[src/verilog/mseq_pkg.sv]
// Constants and types shared by the micro-sequencer files
package mseq_pkg;
  // ---------------------------------------------------------------
  // Widths
  // ---------------------------------------------------------------
  localparam int unsigned UA_W = 15;
  localparam int unsigned SP_W = 4;
  localparam int unsigned DEPTH = 16;
  localparam int unsigned MW_W = 24;
  localparam int unsigned AXI_AW = 8;
  // ---------------------------------------------------------------
  // Register byte offsets and fields
  // ---------------------------------------------------------------
  localparam logic [7:0] OFS_CTRL = 8'h00;
  localparam logic [7:0] OFS_STAT = 8'h04;
  localparam logic [7:0] OFS_NADR = 8'h08;
  localparam int unsigned CTRL_RUN = 0;
  localparam int unsigned CTRL_STEP = 1;
  localparam int unsigned STAT_SP = 16;
  localparam int unsigned STAT_FLG = 20;
  localparam int unsigned STAT_PAGE = 22;
  localparam int unsigned STAT_MAINT = 23;
  localparam logic [1:0] RESP_OKAY = 2'h0;
  localparam logic [1:0] RESP_SLVERR = 2'h2;
  // ---------------------------------------------------------------
  // Microword layout
  // ---------------------------------------------------------------
  localparam int unsigned WF_FMT = 19;   // 3-bit format code
  localparam int unsigned WF_SEL = 18;   // OR selector bits
  localparam int unsigned WF_JHI = 12;   // 6-bit high jump field
  localparam int unsigned WF_JMID = 9;   // 3-bit middle jump field
  localparam int unsigned WF_JLO = 4;    // 5-bit low jump field
  localparam int unsigned WF_CTL = 0;    // sequence / branch control
  localparam int unsigned WF_MISC = 5;   // 7-bit flag function
  localparam logic [2:0] FMT_JUMP = 3'h1;
  localparam logic [2:0] FMT_DECODE = 3'h2;
  localparam logic [2:0] FMT_MISC = 3'h3;
  // Sequence control codes
  localparam logic [4:0] SC_SKIPNF = 5'h10;
  localparam logic [4:0] SC_LOOPA = 5'h11;
  localparam logic [4:0] SC_POP = 5'h12;
  localparam logic [4:0] SC_LOOPB = 5'h13;
  localparam logic [4:0] SC_RET = 5'h14;
  localparam logic [4:0] SC_NOP = 5'h15;
  localparam logic [4:0] SC_RET1 = 5'h16;
  localparam logic [4:0] SC_LOOPS = 5'h17;
  localparam logic [4:0] SC_FLAG0 = 5'h18;
  localparam logic [4:0] SC_FLAG1 = 5'h19;
  localparam logic [4:0] SC_SKIP = 5'h1e;
  // Branch control codes
  localparam logic [3:0] BC_JUMP = 4'h4;
  localparam logic [3:0] BC_CALL = 4'hc;
  localparam logic [3:0] BC_CALLC = 4'hd;
  localparam logic [3:0] BC_SKIPC = 4'he;
  // Reset values
  localparam logic [UA_W-1:0] UPC_RST = 15'h0000;
  localparam logic [SP_W-1:0] SP_RST = 4'h0;
  // ---------------------------------------------------------------
  // Types
  // ---------------------------------------------------------------
  typedef enum logic [3:0] {FN_NOP, FN_SKIP, FN_JUMP, FN_JSR, FN_RET,
    FN_RET1, FN_LOOP, FN_POP, FN_POPSKIP} mseq_fn_t;
  typedef enum logic [1:0] {PH_IDLE, PH_T225, PH_T270} mseq_ph_t;
endpackage

[src/verilog/mseq_stk_if.sv]
// Port bundle between the sequencer and its return stack
`timescale 1ns/1ps
`default_nettype none
interface mseq_stk_if;
  logic wr_en;
  logic [3:0] wr_addr;
  logic [14:0] wr_data;
  logic [3:0] rd_addr;
  logic [14:0] rd_data;
  modport ctl (output wr_en, wr_addr, wr_data, rd_addr, input rd_data);
  modport mem (input wr_en, wr_addr, wr_data, rd_addr, output rd_data);
endinterface
`default_nettype wire

[src/verilog/mseq_stack.sv]
// Sixteen-entry return-address memory
`timescale 1ns/1ps
`default_nettype none
module mseq_stack
(
  input wire logic clk,  // Sequencer clock
  mseq_stk_if.mem stk    // Write and read ports
);
  logic [14:0] mem_q [16];

  // Store on the write strobe; contents need no reset
  always_ff @(posedge clk)
  begin
    if (stk.wr_en)
    begin
      mem_q[stk.wr_addr] <= stk.wr_data;
    end
  end

  // Asynchronous read so the top entry is ready within the cycle
  assign stk.rd_data = mem_q[stk.rd_addr];
endmodule // mseq_stack
`default_nettype wire

[src/verilog/mseq_top.sv]
// Next-microaddress sequencer with return stack and AXI4-Lite control
//
// Summary of operation
// - 15-bit counter loads next address plus one at T270; bus drive gated.
// - Maintenance: load select low, shift input into LSB, MSB shown.
// - Return stack holds sixteen 15-bit addresses from the bus.
// - Call saves bus value; return drives top entry onto bus.
// - 4-bit pointer counts only when enabled; down on call, up on return.
// - Pointer wraps through all sixteen values; push and pop are inverse.
// - Call writes at T225 to pointer minus one; pointer moves at T270.
// - Return reads at pointer, pops at T270; loop keeps pointer.
// - Two housekeeping flags set or cleared by auxiliary word, skip tests.
// - Both flags forced clear while class decode phase is asserted.
// - Sequence code 15 is a plain NOP: counter value passes unchanged.
// - Codes 00-0F, 18-1D, 1F skip when true; 1E always skips.
// - Skip sets carry-in with counter drive: current address plus two.
// - Codes 10, 11-14, 16, 17 decode to return, loop and pop forms.
// - Branch codes 4 and C unconditional; others conditional; E skips.
// - Taken jump uses jump field, optionally ORed or from dispatch ROM.
// - High enable every jump; low enable jump format; ROM decode format.
// - Call jumps, pushes counter value and enables the pointer.
// - Return drives unmodified top entry and pops the stack.
// - Return plus one is a return with carry-in asserted.
// - Loop uses top entry like return but leaves pointer alone.
// - Pop acts as NOP, or skip once, and discards top entry.
// - Carry-in increment touches only low 11 bits; T270 plus-one load can cross a 2K page.
// - Page flag from auxiliary word supplies bit 14 of jumps.
// - Low jump bits ORed with selector only when select bit 18 set.
`timescale 1ns/1ps
`default_nettype none
module mseq_top
(
  input wire logic CLOCK,                  // 125 MHz clock
  input wire logic RESET_N,                // Async reset, active low
  input wire logic [7:0] S_AXI_AWADDR,     // Write address
  input wire logic S_AXI_AWVALID,          // Write address valid
  output logic S_AXI_AWREADY,              // Write address ready
  input wire logic [31:0] S_AXI_WDATA,     // Write data
  input wire logic [3:0] S_AXI_WSTRB,      // Write byte strobes
  input wire logic S_AXI_WVALID,           // Write data valid
  output logic S_AXI_WREADY,               // Write data ready
  output logic [1:0] S_AXI_BRESP,          // Write response
  output logic S_AXI_BVALID,               // Write response valid
  input wire logic S_AXI_BREADY,           // Write response ready
  input wire logic [7:0] S_AXI_ARADDR,     // Read address
  input wire logic S_AXI_ARVALID,          // Read address valid
  output logic S_AXI_ARREADY,              // Read address ready
  output logic [31:0] S_AXI_RDATA,         // Read data
  output logic [1:0] S_AXI_RRESP,          // Read response
  output logic S_AXI_RVALID,               // Read data valid
  input wire logic S_AXI_RREADY,           // Read data ready
  input wire logic [23:0] CURRENT_MICROWORD_REGISTER, // Current word
  input wire logic [31:0] SKIP_COND,       // Skip conditions by code
  input wire logic [15:0] JUMP_COND,       // Jump conditions by code
  input wire logic SYNC_CASE,              // Pop-and-skip case of 17
  input wire logic [4:0] SELECTOR_BITS,    // OR source for jumps
  input wire logic [7:0] DISPATCH_DATA,    // Dispatch ROM output
  input wire logic CLASS_DECODE_PHASE,     // Clears both flags
  input wire logic PARALLEL_LOAD_SELECT,   // Low selects shifting
  input wire logic COUNTER_CLOCK,          // Console shift step
  input wire logic CONSOLE_SHIFT_INPUT,    // Serial data into LSB
  output logic [14:0] NEXT_ADDRESS_LINES,  // Next microaddress
  output logic COUNTER_MSB,                // Counter MSB for examine
  output logic [1:0] STATE_FLAGS,          // Housekeeping flags
  output logic USER_PAGE_FLAG,             // Jump address bit 14
  output logic MICROCYCLE_END              // Pulse after T270 load
);
  // -----------------------------------------------------------------
  // Declarations
  // -----------------------------------------------------------------
  mseq_stk_if stk ();
  mseq_pkg::mseq_fn_t fn;
  mseq_pkg::mseq_ph_t ph_q;
  logic [14:0] upc_q, nad_q, nad_d, bus, jump_addr;
  logic [3:0] sp_q;
  logic [1:0] flags_q;
  logic page_q, run_q, step_q, end_q;
  logic drive, rts, sp_en, cin, push, jmp, lo_en, rom_en;
  logic met;
  logic [2:0] fmt;
  logic [4:0] sequence_control_field;
  logic [3:0] bctl;
  logic [6:0] misc;
  logic [2:0] pl_s, ck_s, sh_s;
  logic maint, shift_ev, go;
  logic [7:0] aw_q;
  logic [31:0] wd_q;
  logic [3:0] ws_q;
  logic wr_fire, awr_q, wr_q, bv_q, arr_q, rv_q;
  logic [1:0] br_q, rr_q;
  logic [31:0] rd_q;

  assign fmt = CURRENT_MICROWORD_REGISTER[mseq_pkg::WF_FMT +: 3];
  assign sequence_control_field = CURRENT_MICROWORD_REGISTER[mseq_pkg::WF_CTL +: 5];
  assign bctl = CURRENT_MICROWORD_REGISTER[mseq_pkg::WF_CTL +: 4];
  assign misc = CURRENT_MICROWORD_REGISTER[mseq_pkg::WF_MISC +: 7];

  // -----------------------------------------------------------------
  // Console pins: two stages before use, third stage for edges
  // -----------------------------------------------------------------
  always_ff @(posedge CLOCK or negedge RESET_N)
  begin
    if (!RESET_N)
    begin
      pl_s <= 3'h7;
      ck_s <= 3'h0;
      sh_s <= 3'h0;
    end
    else
    begin
      pl_s <= {pl_s[1:0], PARALLEL_LOAD_SELECT};
      ck_s <= {ck_s[1:0], COUNTER_CLOCK};
      sh_s <= {sh_s[1:0], CONSOLE_SHIFT_INPUT};
    end
  end

  // Shifting only while load select is low; microcycles stop meanwhile
  assign maint = !pl_s[1];
  assign shift_ev = maint && ck_s[1] && !ck_s[2];

  // -----------------------------------------------------------------
  // Function decode
  // -----------------------------------------------------------------
  // Condition pick; the two flags replace codes 18 and 19
  always_comb
  begin
    if (sequence_control_field == mseq_pkg::SC_FLAG0)
      met = flags_q[0];
    else if (sequence_control_field == mseq_pkg::SC_FLAG1)
      met = flags_q[1];
    else
      met = SKIP_COND[sequence_control_field];
  end

  always_comb
  begin
    fn = mseq_pkg::FN_NOP;
    if (fmt == mseq_pkg::FMT_JUMP || fmt == mseq_pkg::FMT_DECODE)
    begin
      case (bctl)
        mseq_pkg::BC_JUMP: fn = mseq_pkg::FN_JUMP;
        mseq_pkg::BC_CALL: fn = mseq_pkg::FN_JSR;
        mseq_pkg::BC_CALLC:
          fn = JUMP_COND[bctl] ? mseq_pkg::FN_JSR : mseq_pkg::FN_NOP;
        mseq_pkg::BC_SKIPC:
          fn = JUMP_COND[bctl] ? mseq_pkg::FN_SKIP : mseq_pkg::FN_NOP;
        default:
          fn = JUMP_COND[bctl] ? mseq_pkg::FN_JUMP : mseq_pkg::FN_NOP;
      endcase
    end
    else
    begin
      case (sequence_control_field)
        mseq_pkg::SC_NOP: fn = mseq_pkg::FN_NOP;
        mseq_pkg::SC_SKIP: fn = mseq_pkg::FN_SKIP;
        mseq_pkg::SC_RET: fn = mseq_pkg::FN_RET;
        mseq_pkg::SC_RET1: fn = mseq_pkg::FN_RET1;
        mseq_pkg::SC_POP: fn = mseq_pkg::FN_POP;
        mseq_pkg::SC_SKIPNF:
          fn = met ? mseq_pkg::FN_RET1 : mseq_pkg::FN_SKIP;
        mseq_pkg::SC_LOOPA, mseq_pkg::SC_LOOPB:
          fn = met ? mseq_pkg::FN_LOOP : mseq_pkg::FN_POP;
        mseq_pkg::SC_LOOPS:
          fn = met ? mseq_pkg::FN_LOOP :
            (SYNC_CASE ? mseq_pkg::FN_POPSKIP : mseq_pkg::FN_NOP);
        default: fn = met ? mseq_pkg::FN_SKIP : mseq_pkg::FN_NOP;
      endcase
    end
  end

  // Control levels per function
  always_comb
  begin
    case (fn)
      mseq_pkg::FN_NOP: {drive, rts, sp_en, cin, push, jmp} = 6'h20;
      mseq_pkg::FN_SKIP: {drive, rts, sp_en, cin, push, jmp} = 6'h24;
      mseq_pkg::FN_JUMP: {drive, rts, sp_en, cin, push, jmp} = 6'h21;
      mseq_pkg::FN_JSR: {drive, rts, sp_en, cin, push, jmp} = 6'h2b;
      mseq_pkg::FN_RET: {drive, rts, sp_en, cin, push, jmp} = 6'h18;
      mseq_pkg::FN_RET1: {drive, rts, sp_en, cin, push, jmp} = 6'h1c;
      mseq_pkg::FN_LOOP: {drive, rts, sp_en, cin, push, jmp} = 6'h10;
      mseq_pkg::FN_POP: {drive, rts, sp_en, cin, push, jmp} = 6'h28;
      mseq_pkg::FN_POPSKIP: {drive, rts, sp_en, cin, push, jmp} = 6'h2c;
      default: {drive, rts, sp_en, cin, push, jmp} = 6'h20;
    endcase
  end

  // -----------------------------------------------------------------
  // Next-address path
  // -----------------------------------------------------------------
  // Bus is the counter when driven, else the top entry on a return
  assign bus = drive ? upc_q : (rts ? stk.rd_data : 15'h0000);
  assign lo_en = jmp && (fmt == mseq_pkg::FMT_JUMP);
  assign rom_en = jmp && (fmt == mseq_pkg::FMT_DECODE);

  // Jump address: page flag on top, field below, low part by format
  always_comb
  begin
    jump_addr = {page_q,
      CURRENT_MICROWORD_REGISTER[mseq_pkg::WF_JHI +: 6], 8'h00};
    if (rom_en)
      jump_addr[7:0] = DISPATCH_DATA;
    else if (lo_en)
    begin
      jump_addr[7:5] = CURRENT_MICROWORD_REGISTER[mseq_pkg::WF_JMID +: 3];
      jump_addr[4:0] = CURRENT_MICROWORD_REGISTER[mseq_pkg::WF_JLO +: 5]
        | (CURRENT_MICROWORD_REGISTER[mseq_pkg::WF_SEL]
        ? SELECTOR_BITS : 5'h00);
    end
  end

  // Increment stays inside the 2K page by wrapping the low 11 bits
  assign nad_d = jmp ? jump_addr
    : {bus[14:11], 11'(bus[10:0] + {10'h000, cin})};

  // -----------------------------------------------------------------
  // Microcycle phases: T225 then T270
  // -----------------------------------------------------------------
  assign go = !maint && (run_q || step_q);

  always_ff @(posedge CLOCK or negedge RESET_N)
  begin
    if (!RESET_N)
      ph_q <= mseq_pkg::PH_IDLE;
    else
    begin
      case (ph_q)
        mseq_pkg::PH_IDLE: ph_q <= go ? mseq_pkg::PH_T225 : mseq_pkg::PH_IDLE;
        mseq_pkg::PH_T225: ph_q <= mseq_pkg::PH_T270;
        mseq_pkg::PH_T270: ph_q <= mseq_pkg::PH_IDLE;
        default: ph_q <= mseq_pkg::PH_IDLE;
      endcase
    end
  end

  // Next address is captured at T225 so it is settled before the load
  always_ff @(posedge CLOCK or negedge RESET_N)
  begin
    if (!RESET_N)
      nad_q <= mseq_pkg::UPC_RST;
    else if (ph_q == mseq_pkg::PH_T225)
      nad_q <= nad_d;
    else if (maint)
      nad_q <= upc_q;
  end

  // Counter: plus-one load at T270, or serial shift in maintenance
  always_ff @(posedge CLOCK or negedge RESET_N)
  begin
    if (!RESET_N)
      upc_q <= mseq_pkg::UPC_RST;
    else if (shift_ev)
      upc_q <= {upc_q[13:0], sh_s[1]};
    else if (ph_q == mseq_pkg::PH_T270)
      upc_q <= 15'(nad_q + 15'h0001);
  end

  // Stack write at T225, one step below the pointer
  assign stk.wr_en = (ph_q == mseq_pkg::PH_T225) && push;
  assign stk.wr_addr = 4'(sp_q - 4'h1);
  assign stk.wr_data = bus;
  assign stk.rd_addr = sp_q;

  mseq_stack u_stack
  (
    .clk(CLOCK),
    .stk(stk)
  );

  // Pointer: wraps freely, down on push, up on pop
  always_ff @(posedge CLOCK or negedge RESET_N)
  begin
    if (!RESET_N)
      sp_q <= mseq_pkg::SP_RST;
    else if (ph_q == mseq_pkg::PH_T270 && sp_en)
      sp_q <= push ? 4'(sp_q - 4'h1) : 4'(sp_q + 4'h1);
  end

  // Flags and page from the auxiliary word; class decode wins
  always_ff @(posedge CLOCK or negedge RESET_N)
  begin
    if (!RESET_N)
    begin
      flags_q <= 2'h0;
      page_q <= 1'b0;
    end
    else
    begin
      if (CLASS_DECODE_PHASE)
        flags_q <= 2'h0;
      else if (ph_q == mseq_pkg::PH_T270 && fmt == mseq_pkg::FMT_MISC)
        flags_q <= (flags_q | {misc[2], misc[0]})
          & ~{misc[3], misc[1]};
      if (ph_q == mseq_pkg::PH_T270 && fmt == mseq_pkg::FMT_MISC)
        page_q <= (page_q | misc[4]) & ~misc[5];
    end
  end

  // Registered copy of the T270 phase for the MICROCYCLE_END pin
  always_ff @(posedge CLOCK or negedge RESET_N)
  begin
    if (!RESET_N)
      end_q <= 1'b0;
    else
      end_q <= (ph_q == mseq_pkg::PH_T270);
  end

  // -----------------------------------------------------------------
  // AXI4-Lite slave: one write and one read at a time
  // -----------------------------------------------------------------
  assign wr_fire = !awr_q && !wr_q && !bv_q;

  always_ff @(posedge CLOCK or negedge RESET_N)
  begin
    if (!RESET_N)
    begin
      awr_q <= 1'b1;
      wr_q <= 1'b1;
      bv_q <= 1'b0;
      br_q <= mseq_pkg::RESP_OKAY;
      aw_q <= 8'h00;
      wd_q <= 32'h00000000;
      ws_q <= 4'h0;
    end
    else
    begin
      if (S_AXI_AWVALID && awr_q)
      begin
        awr_q <= 1'b0;
        aw_q <= S_AXI_AWADDR;
      end
      if (S_AXI_WVALID && wr_q)
      begin
        wr_q <= 1'b0;
        wd_q <= S_AXI_WDATA;
        ws_q <= S_AXI_WSTRB;
      end
      if (wr_fire)
      begin
        bv_q <= 1'b1;
        br_q <= (aw_q[7:2] == mseq_pkg::OFS_CTRL[7:2])
          ? mseq_pkg::RESP_OKAY : mseq_pkg::RESP_SLVERR;
      end
      if (bv_q && S_AXI_BREADY)
      begin
        bv_q <= 1'b0;
        awr_q <= 1'b1;
        wr_q <= 1'b1;
      end
    end
  end

  // Control register; a new step request beats its own consumption
  always_ff @(posedge CLOCK or negedge RESET_N)
  begin
    if (!RESET_N)
    begin
      run_q <= 1'b0;
      step_q <= 1'b0;
    end
    else if (wr_fire && aw_q[7:2] == mseq_pkg::OFS_CTRL[7:2] && ws_q[0])
    begin
      run_q <= wd_q[mseq_pkg::CTRL_RUN];
      step_q <= wd_q[mseq_pkg::CTRL_STEP] | step_q;
    end
    else if (ph_q == mseq_pkg::PH_IDLE && go)
      step_q <= 1'b0;
  end

  // Read side: status shows counter, pointer, flags and mode
  always_ff @(posedge CLOCK or negedge RESET_N)
  begin
    if (!RESET_N)
    begin
      arr_q <= 1'b1;
      rv_q <= 1'b0;
      rd_q <= 32'h00000000;
      rr_q <= mseq_pkg::RESP_OKAY;
    end
    else if (S_AXI_ARVALID && arr_q)
    begin
      arr_q <= 1'b0;
      rv_q <= 1'b1;
      rr_q <= mseq_pkg::RESP_OKAY;
      rd_q <= 32'h00000000;
      case (S_AXI_ARADDR[7:2])
        mseq_pkg::OFS_CTRL[7:2]: rd_q <= {30'h00000000, step_q, run_q};
        mseq_pkg::OFS_STAT[7:2]:
          rd_q <= {8'h00, maint, page_q, flags_q, sp_q, 1'b0, upc_q};
        mseq_pkg::OFS_NADR[7:2]: rd_q <= {17'h00000, nad_q};
        default: rr_q <= mseq_pkg::RESP_SLVERR;
      endcase
    end
    else if (rv_q && S_AXI_RREADY)
    begin
      rv_q <= 1'b0;
      arr_q <= 1'b1;
    end
  end

  assign S_AXI_AWREADY = awr_q;
  assign S_AXI_WREADY = wr_q;
  assign S_AXI_BVALID = bv_q;
  assign S_AXI_BRESP = br_q;
  assign S_AXI_ARREADY = arr_q;
  assign S_AXI_RVALID = rv_q;
  assign S_AXI_RDATA = rd_q;
  assign S_AXI_RRESP = rr_q;
  assign NEXT_ADDRESS_LINES = nad_q;
  assign COUNTER_MSB = upc_q[14];
  assign STATE_FLAGS = flags_q;
  assign USER_PAGE_FLAG = page_q;
  assign MICROCYCLE_END = end_q;
endmodule // mseq_top
`default_nettype wire

[config.mk]
export PLATFORM = sky130hd
export DESIGN_NAME = mseq_top
export DESIGN_NICKNAME = d
export VERILOG_FILES = /design/src/verilog/mseq_pkg.sv /design/src/verilog/mseq_stk_if.sv /design/src/verilog/mseq_stack.sv /design/src/verilog/mseq_top.sv
export SDC_FILE = /design/constraint.sdc
export NUM_CORES = 1
export LEC_CHECK = 0
export BUFFER_PORTS_ARGS = -buffer_cell sky130_fd_sc_hd__buf_2
export CORE_MARGIN = 4
export CORE_UTILIZATION = 30
export DETAILED_ROUTE_END_ITERATION = 10
export HOLD_SLACK_MARGIN = 0.03
export PLACE_DENSITY = 0.58
export SETUP_SLACK_MARGIN = 0.3
export SLEW_MARGIN = 30
export SYNTH_ARGS = -nofsm -noshare
export SYNTH_HDL_FRONTEND = slang
export SYNTH_SLANG_ARGS = --single-unit
export TNS_END_PERCENT = 10
[constraint.sdc]
create_clock -name CLOCK -period 5 [get_ports CLOCK]
set_input_delay 0 -clock CLOCK [delete_from_list [all_inputs] [get_ports CLOCK]]
set_output_delay 0 -clock CLOCK [all_outputs]
set_load 0.05 [all_outputs]
# [Yosys cells after proc, flatten, opt, wreduce, memory -nomap -nowiden]
# Memory sizes are Yosys's and may differ from the RTL's.
# Index checks and enable logic that the tools add are counted.
[word_totals] out_inout_bits=61 mem_count=2 inputBits=149 ram_bits=240 word_cells=148 latch_bits=0 register_bits=101 rom_bits=96
[mem_list] name="u_stack.mem_q" words=16 width=15 read_ports=1 rd_clocked_by_memory_dff=0 wr=1 line_no="mseq_stack.sv:9" text="logic [14:0] mem_q [16];"
[mem_list] name="(name not given)" words=16 width=6 read_ports=1 rd_clocked_by_memory_dff=0 wr=0 line_no="mseq_top.sv:174" text="case (fn)"
[op_classes] n_lt_le_gt_ge=2 mux=49 reduce_logical=37 div_mod_pow=0 n_eq_ne=23 multipliers=0 n_bitwise=8 n_addsub=4 n_shift=0
[ops] op="15-bit 2-to-1 mux" count=7
[ops] op="24-bit case mux with 3 select lines" count=1
[ops] op="5-bit == test (second input constant)" count=11
[ops] op="4-bit case mux with 8 select lines" count=1
[ops] op="1-bit 2-to-1 mux" count=22
[ops] op="1-bit logical AND" count=18
[ops] op="4-bit 2-to-1 mux" count=4
[ops] op="8-bit 2-to-1 mux" count=2
[ops] op="15-bit by 1-bit adder with 15-bit output (second input constant)" count=1
[ops] op="2-bit nonzero test" count=7
[ops] op="4-bit == test (second input constant)" count=3
[ops] op="6-bit zero test" count=2
[ops] op="2-bit 2-to-1 mux" count=6
[ops] op="11-bit by 1-bit adder with 11-bit output" count=1
[ops] op="2-bit case mux with 4 select lines" count=1
[ops] op="3-bit by 2-bit == test with 1-bit output (second input constant)" count=2
[ops] op="6-bit by 1-bit == test with 1-bit output (second input constant)" count=1
[ops] op="6-bit by 2-bit == test with 1-bit output (second input constant)" count=1
[ops] op="5-bit by 6-bit less-than comparator with 1-bit output (second input constant)" count=1
[ops] op="1-bit binary-select mux with 5-bit select" count=1
[ops] op="1-bit zero test" count=5
[ops] op="4-bit by 5-bit less-than comparator with 1-bit output (second input constant)" count=1
[ops] op="5-bit 2-to-1 mux" count=1
[ops] op="5-bit OR" count=1
[ops] op="20 further kinds" count=22

# [Logic depth before layout (Yosys ltp)]
# An unclocked memory read counts as a cell.
[depth] depth_word=13 mapped_depth=19 mapped_depth_nobuf=15

# [Hierarchy]
# Synthesis repeated with hierarchy kept, for this count alone.
[hier_totals] cells_unflattened=1049 hier_area_um2=14825.5
[by_module_without_submodules] mod="mseq_stack" area_per_inst_um2=9146.3 n_inst=1 cells_per_inst=391
[by_module_without_submodules] mod="mseq_top" area_per_inst_um2=5679.2 n_inst=1 cells_per_inst=658

# [Least setup slack after synthesis]
# No wires, ideal clock.
[synth_timing] path_kind="flip-flop to flip-flop" start="reg sp_q[0]" end="reg nad_q[4] (netlist: NEXT_ADDRESS_LINES[4])" stages_incl_launch_ff=16 required_ps=4906 slack_ps=663 setup_ps=94 t_arrival_ps=4243 cell_sequence="dfrtp_1 buf_4 buf_2 buf_4 buf_2 buf_2 mux4_2 mux4_2 mux2_2 ha_1 ha_1 clkbuf_1 o2111ai_1 o21ai_0 xnor2_1 a211oi_1"
[synth_via] elab_chain_cells=6
[synth_lines] item="from (decl)" line_no="mseq_top.sv:75" text="logic [3:0] sp_q;"
[synth_lines] item="from (signal assigned)" line_no="mseq_top.sv:274" text="sp_q <= mseq_pkg::SP_RST;"
[synth_lines] item="from (signal assigned)" line_no="mseq_top.sv:276" text="sp_q <= push ? 4'(sp_q - 4'h1) : 4'(sp_q + 4'h1);"
[synth_lines] item="memory read 16 x 15 bit"
[synth_lines] item="15-bit 2-to-1 mux (2 in a row)" line_no="mseq_top.sv:192" text="assign bus = drive ? upc_q : (rts ? stk.rd_data : 15'h0000);"
[synth_lines] item="named net bus[0]" line_no="mseq_top.sv:74" text="logic [14:0] upc_q, nad_q, nad_d, bus, jump_addr;"
[synth_lines] item="11-bit by 1-bit adder with 11-bit output" line_no="mseq_top.sv:214" text=": {bus[14:11], 11'(bus[10:0] + {10'h000, cin})};"
[synth_lines] item="15-bit 2-to-1 mux" line_no="mseq_top.sv:213" text="assign nad_d = jmp ? jump_addr"
[synth_lines] item="15-bit 2-to-1 mux" line_no="mseq_top.sv:241" text="else if (ph_q == mseq_pkg::PH_T225)"
[synth_lines] item="to (signal assigned)" line_no="mseq_top.sv:240" text="nad_q <= mseq_pkg::UPC_RST;"
[synth_lines] item="to (signal assigned)" line_no="mseq_top.sv:242" text="nad_q <= nad_d;"
[synth_lines] item="to (signal assigned)" line_no="mseq_top.sv:244" text="nad_q <= upc_q;"
[synth_lines] item="to (decl)" line_no="mseq_top.sv:74"
# The timed path passes the listed nets, and every way through them passes these cells.
# A chain may end at the register's enable or synchronous reset.

# [Worst setup path after layout]
[layout_timing] start="reg flags_q[1] (netlist: STATE_FLAGS[1])" end="reg nad_q[4] (netlist: NEXT_ADDRESS_LINES[4])"
[layout_via] elab_chain_cells=11
[layout_lines] item="from (decl)" line_no="mseq_top.sv:76" text="logic [1:0] flags_q;"
[layout_lines] item="from (signal assigned)" line_no="mseq_top.sv:292" text="flags_q <= (flags_q | {misc[2], misc[0]})"
[layout_lines] item="1-bit 2-to-1 mux (*)" line_no="mseq_top.sv:129" text="else if (sequence_control_field == mseq_pkg::SC_FLAG1)"
[layout_lines] item="1-bit 2-to-1 mux (*)" line_no="mseq_top.sv:127" text="if (sequence_control_field == mseq_pkg::SC_FLAG0)"
[layout_lines] item="4-bit 2-to-1 mux (tied with other cells)" line_no="mseq_top.sv:164" text="fn = met ? mseq_pkg::FN_LOOP :"
[layout_lines] item="4-bit case mux with 8 select lines (*)" line_no="mseq_top.sv:153" text="case (sequence_control_field)"
[layout_lines] item="4-bit 2-to-1 mux (*)" line_no="mseq_top.sv:138" text="if (fmt == mseq_pkg::FMT_JUMP || fmt == mseq_pkg::FMT_DECODE)"
[layout_lines] item="memory read 16 x 6 bit (*)"
[layout_lines] item="15-bit 2-to-1 mux" line_no="mseq_top.sv:192"
[layout_lines] item="15-bit 2-to-1 mux (*)" line_no="mseq_top.sv:192"
[layout_lines] item="named net bus[1]" line_no="mseq_top.sv:74"
[layout_lines] item="11-bit by 1-bit adder with 11-bit output (*)" line_no="mseq_top.sv:214"
[layout_lines] item="15-bit 2-to-1 mux (*)" line_no="mseq_top.sv:213"
[layout_lines] item="15-bit 2-to-1 mux (*)" line_no="mseq_top.sv:241"
# The timed path passes the listed nets; every way through them passes the cells marked *.

==> impl_metrics.yaml <==
outcome:
  status: "finished clean"
critical_path:
  critPathMaxFanout: 17
  cp_cell_sequence: "nor2b_1 > a221oi_1 > o311ai_1 > a221oi_1 > nand2_2 > nand2_1 > nand2_1 > ha_1 > o2111ai_1 > o21ai_0 > xnor2_1 > a211oi_1"
  crit_type: "register to register"
  cp_data_arrival_time_ns: 4.47
  max_stage_delay_ns: 0.86
  worstPathRequired_ns: 5.42
  endpoint_kind: "register"
  cp-start-kind: "register"
  critPathSlowestCell: "a221oi_1"
  reg2reg_depth: 12
sta:
  setup_viol: 0
  slew_viol_final: 0
  fin_crit_sh: 0.811
  final.setup.tns_ns: 0
  fmax_mhz: 247
  relSlewSlack: 0.353
  finalHoldViolCount: 0
  skew_ns: 0.0112
  worst_pin_slew_ns: 0.971
  min_period_ns: 4.06
  grt_setup_unrepaired: "false"
  finalHoldWorstSlack_ns: 0.0371
global_route:
  grt_max_degree: 60
  grt_overflow: 0
  antenna_found_initial: 0
  grt_pass1_wl_um: 55300
  grt_util_all_layers: 0.131
  grt_pass1_vias: 9350
power:
  p_int_mw: 5.52
  swShare: 0.310
  p_seq_frac: 0.444
  p_sw_mw: 2.48
  p_comb_frac: 0.249
  peakVddDrop_mv: 0.210
  power_per_cell_area_nw_per_um2: 445
  p_leak_nw: 6.54
  p_clk_frac: 0.307
  p_total_mw: 8.00
synthesis:
  synth.area.top_cells: "edfxtp_1, dfrtp_1, mux4_2"
  async_reset_ff_frac: 0.268
  netlist_top_cells_count: "edfxtp_1, nand2_1, dfrtp_1"
  synth_top_flop_cell: "edfxtp_1"
  yosys.area.top_type_share: 0.485
  synth_area_um2: 14900
  ys_seq_area_frac: 0.633
  ys_ff_latch: 328
  synth_cell_types: 76
  ys_warn_count: 0
  synth_compound_area_frac: 0.0778
  yosys.area_share.simple: 0.0734
  syn_inst: 992
  synth_top_family_by_area: "multiplexers"
  synth_area_leader_cell: "edfxtp_1"
  avgSynthCellArea_um2: 15.0
  synth_fa_ha_area_frac: 0.00757
  synthXorXnorAreaFrac: 0.0159
  synth_edf_count: 240
  yosysMostFrequentCell: "edfxtp_1"
  synth.area.mux_share: 0.162
cts:
  cts_root_buf: "clkbuf_16"
  clock_latency_ns: 0.51
  clock_sinks: 328
  cts_setup_buffers: 0
  cts.repair.resized: 0
  clk_pin_slew_ns: 0.06
  cts_tree: "built"
  htreeDepth: 2
  cts_made_buffers: 35
  clockBufferDepth: 3
worst_hold_path:
  holdPathStages: 5
  worstHoldPathType: "input port to register"
layout:
  final_area_um2: 18000
  drive_gt1_frac: 0.300
  diodes: 0
  finalNetCount: 1360
  syn2layout_area_growth_pct: 20.9
detailed_routing:
  drc: 0
  via_count: 9125
  wl_um: 35600
  wire_per_inst_um: 18.8
  detailedRoute.firstPassIterationCount: 5
  avgViaCountPerCell: 4.83
  ant_nets: 0
  dr.first_iter.drc_count: 589
floorplan:
  rows: 81
  start_util: 0.304
  die_h_um: 231
  core_um2: 49000
  die_w_um: 231
  die-area_um2: 53200
  num_io_pins: 210
placement:
  placed_cell_area_um2: 16400
  place.gp.congestion: 0.835
  dp_hpwl_um: 24700
  port_buffers: 158
run:
  cap_violations: 0
critical path: cells and delay by family, from the launching register on:
family,cells,cell delay [ns]
adders and majority gates,1,0.46
AOI/OAI and AO/OA,6,2.09
xor gates and xnor gates,1,0.15
and+or+nand+nor,4,0.81
DFF,1,0.47
cells in the final DEF, fill, tap and decap left out, types with 7 or more instances in the layout:
master         instances
dlygate4sd3_1         43
a211oi_1              14
nor3_1                 7
nand4_1                8
buf_4                 30
xor2_1                13
o21ai_0               50
ha_1                   9
conb_1                11
mux4_2                80
buf_2                157
and3_1                 8
xnor2_1               14
mux2_2                18
a21oi_1               49
nor2b_1               17
nand2_1               87
edfxtp_1             240
mux2i_1               29
clkbuf_1               7
nor2_1                53
clkbuf_16             36
inv_1                 19
dfrtp_1               81
a22oi_1               15
nand3_1               17
power by group through the flow:
stage	logic (mW)	clock network, mW	registers, mW
2_1_floorplan	1.30	0	3.67
3_3_place_gp	1.86	0	3.66
3_5_place_dp	1.89	0	3.66
4_1_cts	1.94	2.51	3.61
5_1_grt	2.19	2.62	3.58
6_report	1.99	2.45	3.55
state kept, by name (all words and copies together) (netlist names):
register and flops:
MICROCYCLE_END 1, NEXT_ADDRESS_LINES 15, STATE_FLAGS 2, S_AXI_ARREADY 1, S_AXI_AWREADY 1, S_AXI_BRESP 1, S_AXI_BVALID 1, S_AXI_RDATA 23
S_AXI_RRESP 1, S_AXI_RVALID 1, S_AXI_WREADY 1, USER_PAGE_FLAG 1, aw_q 6, ck_s 3, ph_q 2, pl_s 2
run_q 1, sh_s 2, sp_q 4, step_q 1, u_stack.mem_q 240, upc_q 15, wd_q 2, ws_q 1
repair_timing:
| item | CTS | global route |
|---|---|---|
| hold buffers | 44 | 0 |
| endpoints found under the setup margin | 0 | 0 |
| endpoints found under the hold margin | 62 | 0 |
through the flow:
stage / setup WS (ns) / std cells / util
final: 0.944 / 1891 / 0.367
after global routing: 0.671 / 1891 / 0.367
after CTS: 0.855 / 1890 / 0.367
after detailed placement: 0.719 / 1784 / 0.335
after global placement: 0.744 / 1784 / 0.335
after floorplan: 0.663 / 1002 / -
cells by family (layout without fill, tap and decap cells):
| family | count (synthesis) | after routing |
|---|---|---|
| fa+ha+maj | 9 | 9 |
| flops | 328 | 328 |
| other cells | 1 | 11 |
| simple gates | 230 | 230 |
| mux | 133 | 133 |
| buf+inv | 90 | 315 |
| compound gates | 174 | 174 |
| xor+xnor | 27 | 27 |
final cells by class:
type / count / area (µm²)
clock buffers: 45 / 955
repair buffers: 233 / 1510
clock inverters: 17 / 135
fillers: 4630 / 31000
well taps: 664 / 831
multi-input cells: 584 / 5050
inverters: 20 / 75.1
flip-flops and latches: 328 / 9420
layer usage:
| layer | up-vias | GRT usage | share of wire |
|---|---|---|---|
| met3 | 41 | 0.0232 | 0.046 |
| met1 | 4621 | 0.179 | 0.46 |
| met2 | 226 | 0.220 | 0.48 |
| li1 | 4237 | - | - |
| met5 | - | 0 | 0 |
| met4 | 0 | 0.0250 | 0.014 |
path summary, 6_finish.rpt:
kind | slack [ns] | endpoint | start
min | 0.04 | NEXT_ADDRESS_LINES[2] | SELECTOR_BITS[2]
max | 0.94 | NEXT_ADDRESS_LINES[4] | STATE_FLAGS[1]
max in group asynchronous | 3.56 | sp_q[0] | RESET_N
min reg2reg | 0.34 | sh_s[1] | sh_s[0]
min in group asynchronous | 0.60 | aw_q[5] | RESET_N
max reg2reg | 0.94 | NEXT_ADDRESS_LINES[4] | STATE_FLAGS[1]
Note: power is estimated with default switching activity, not from simulation.
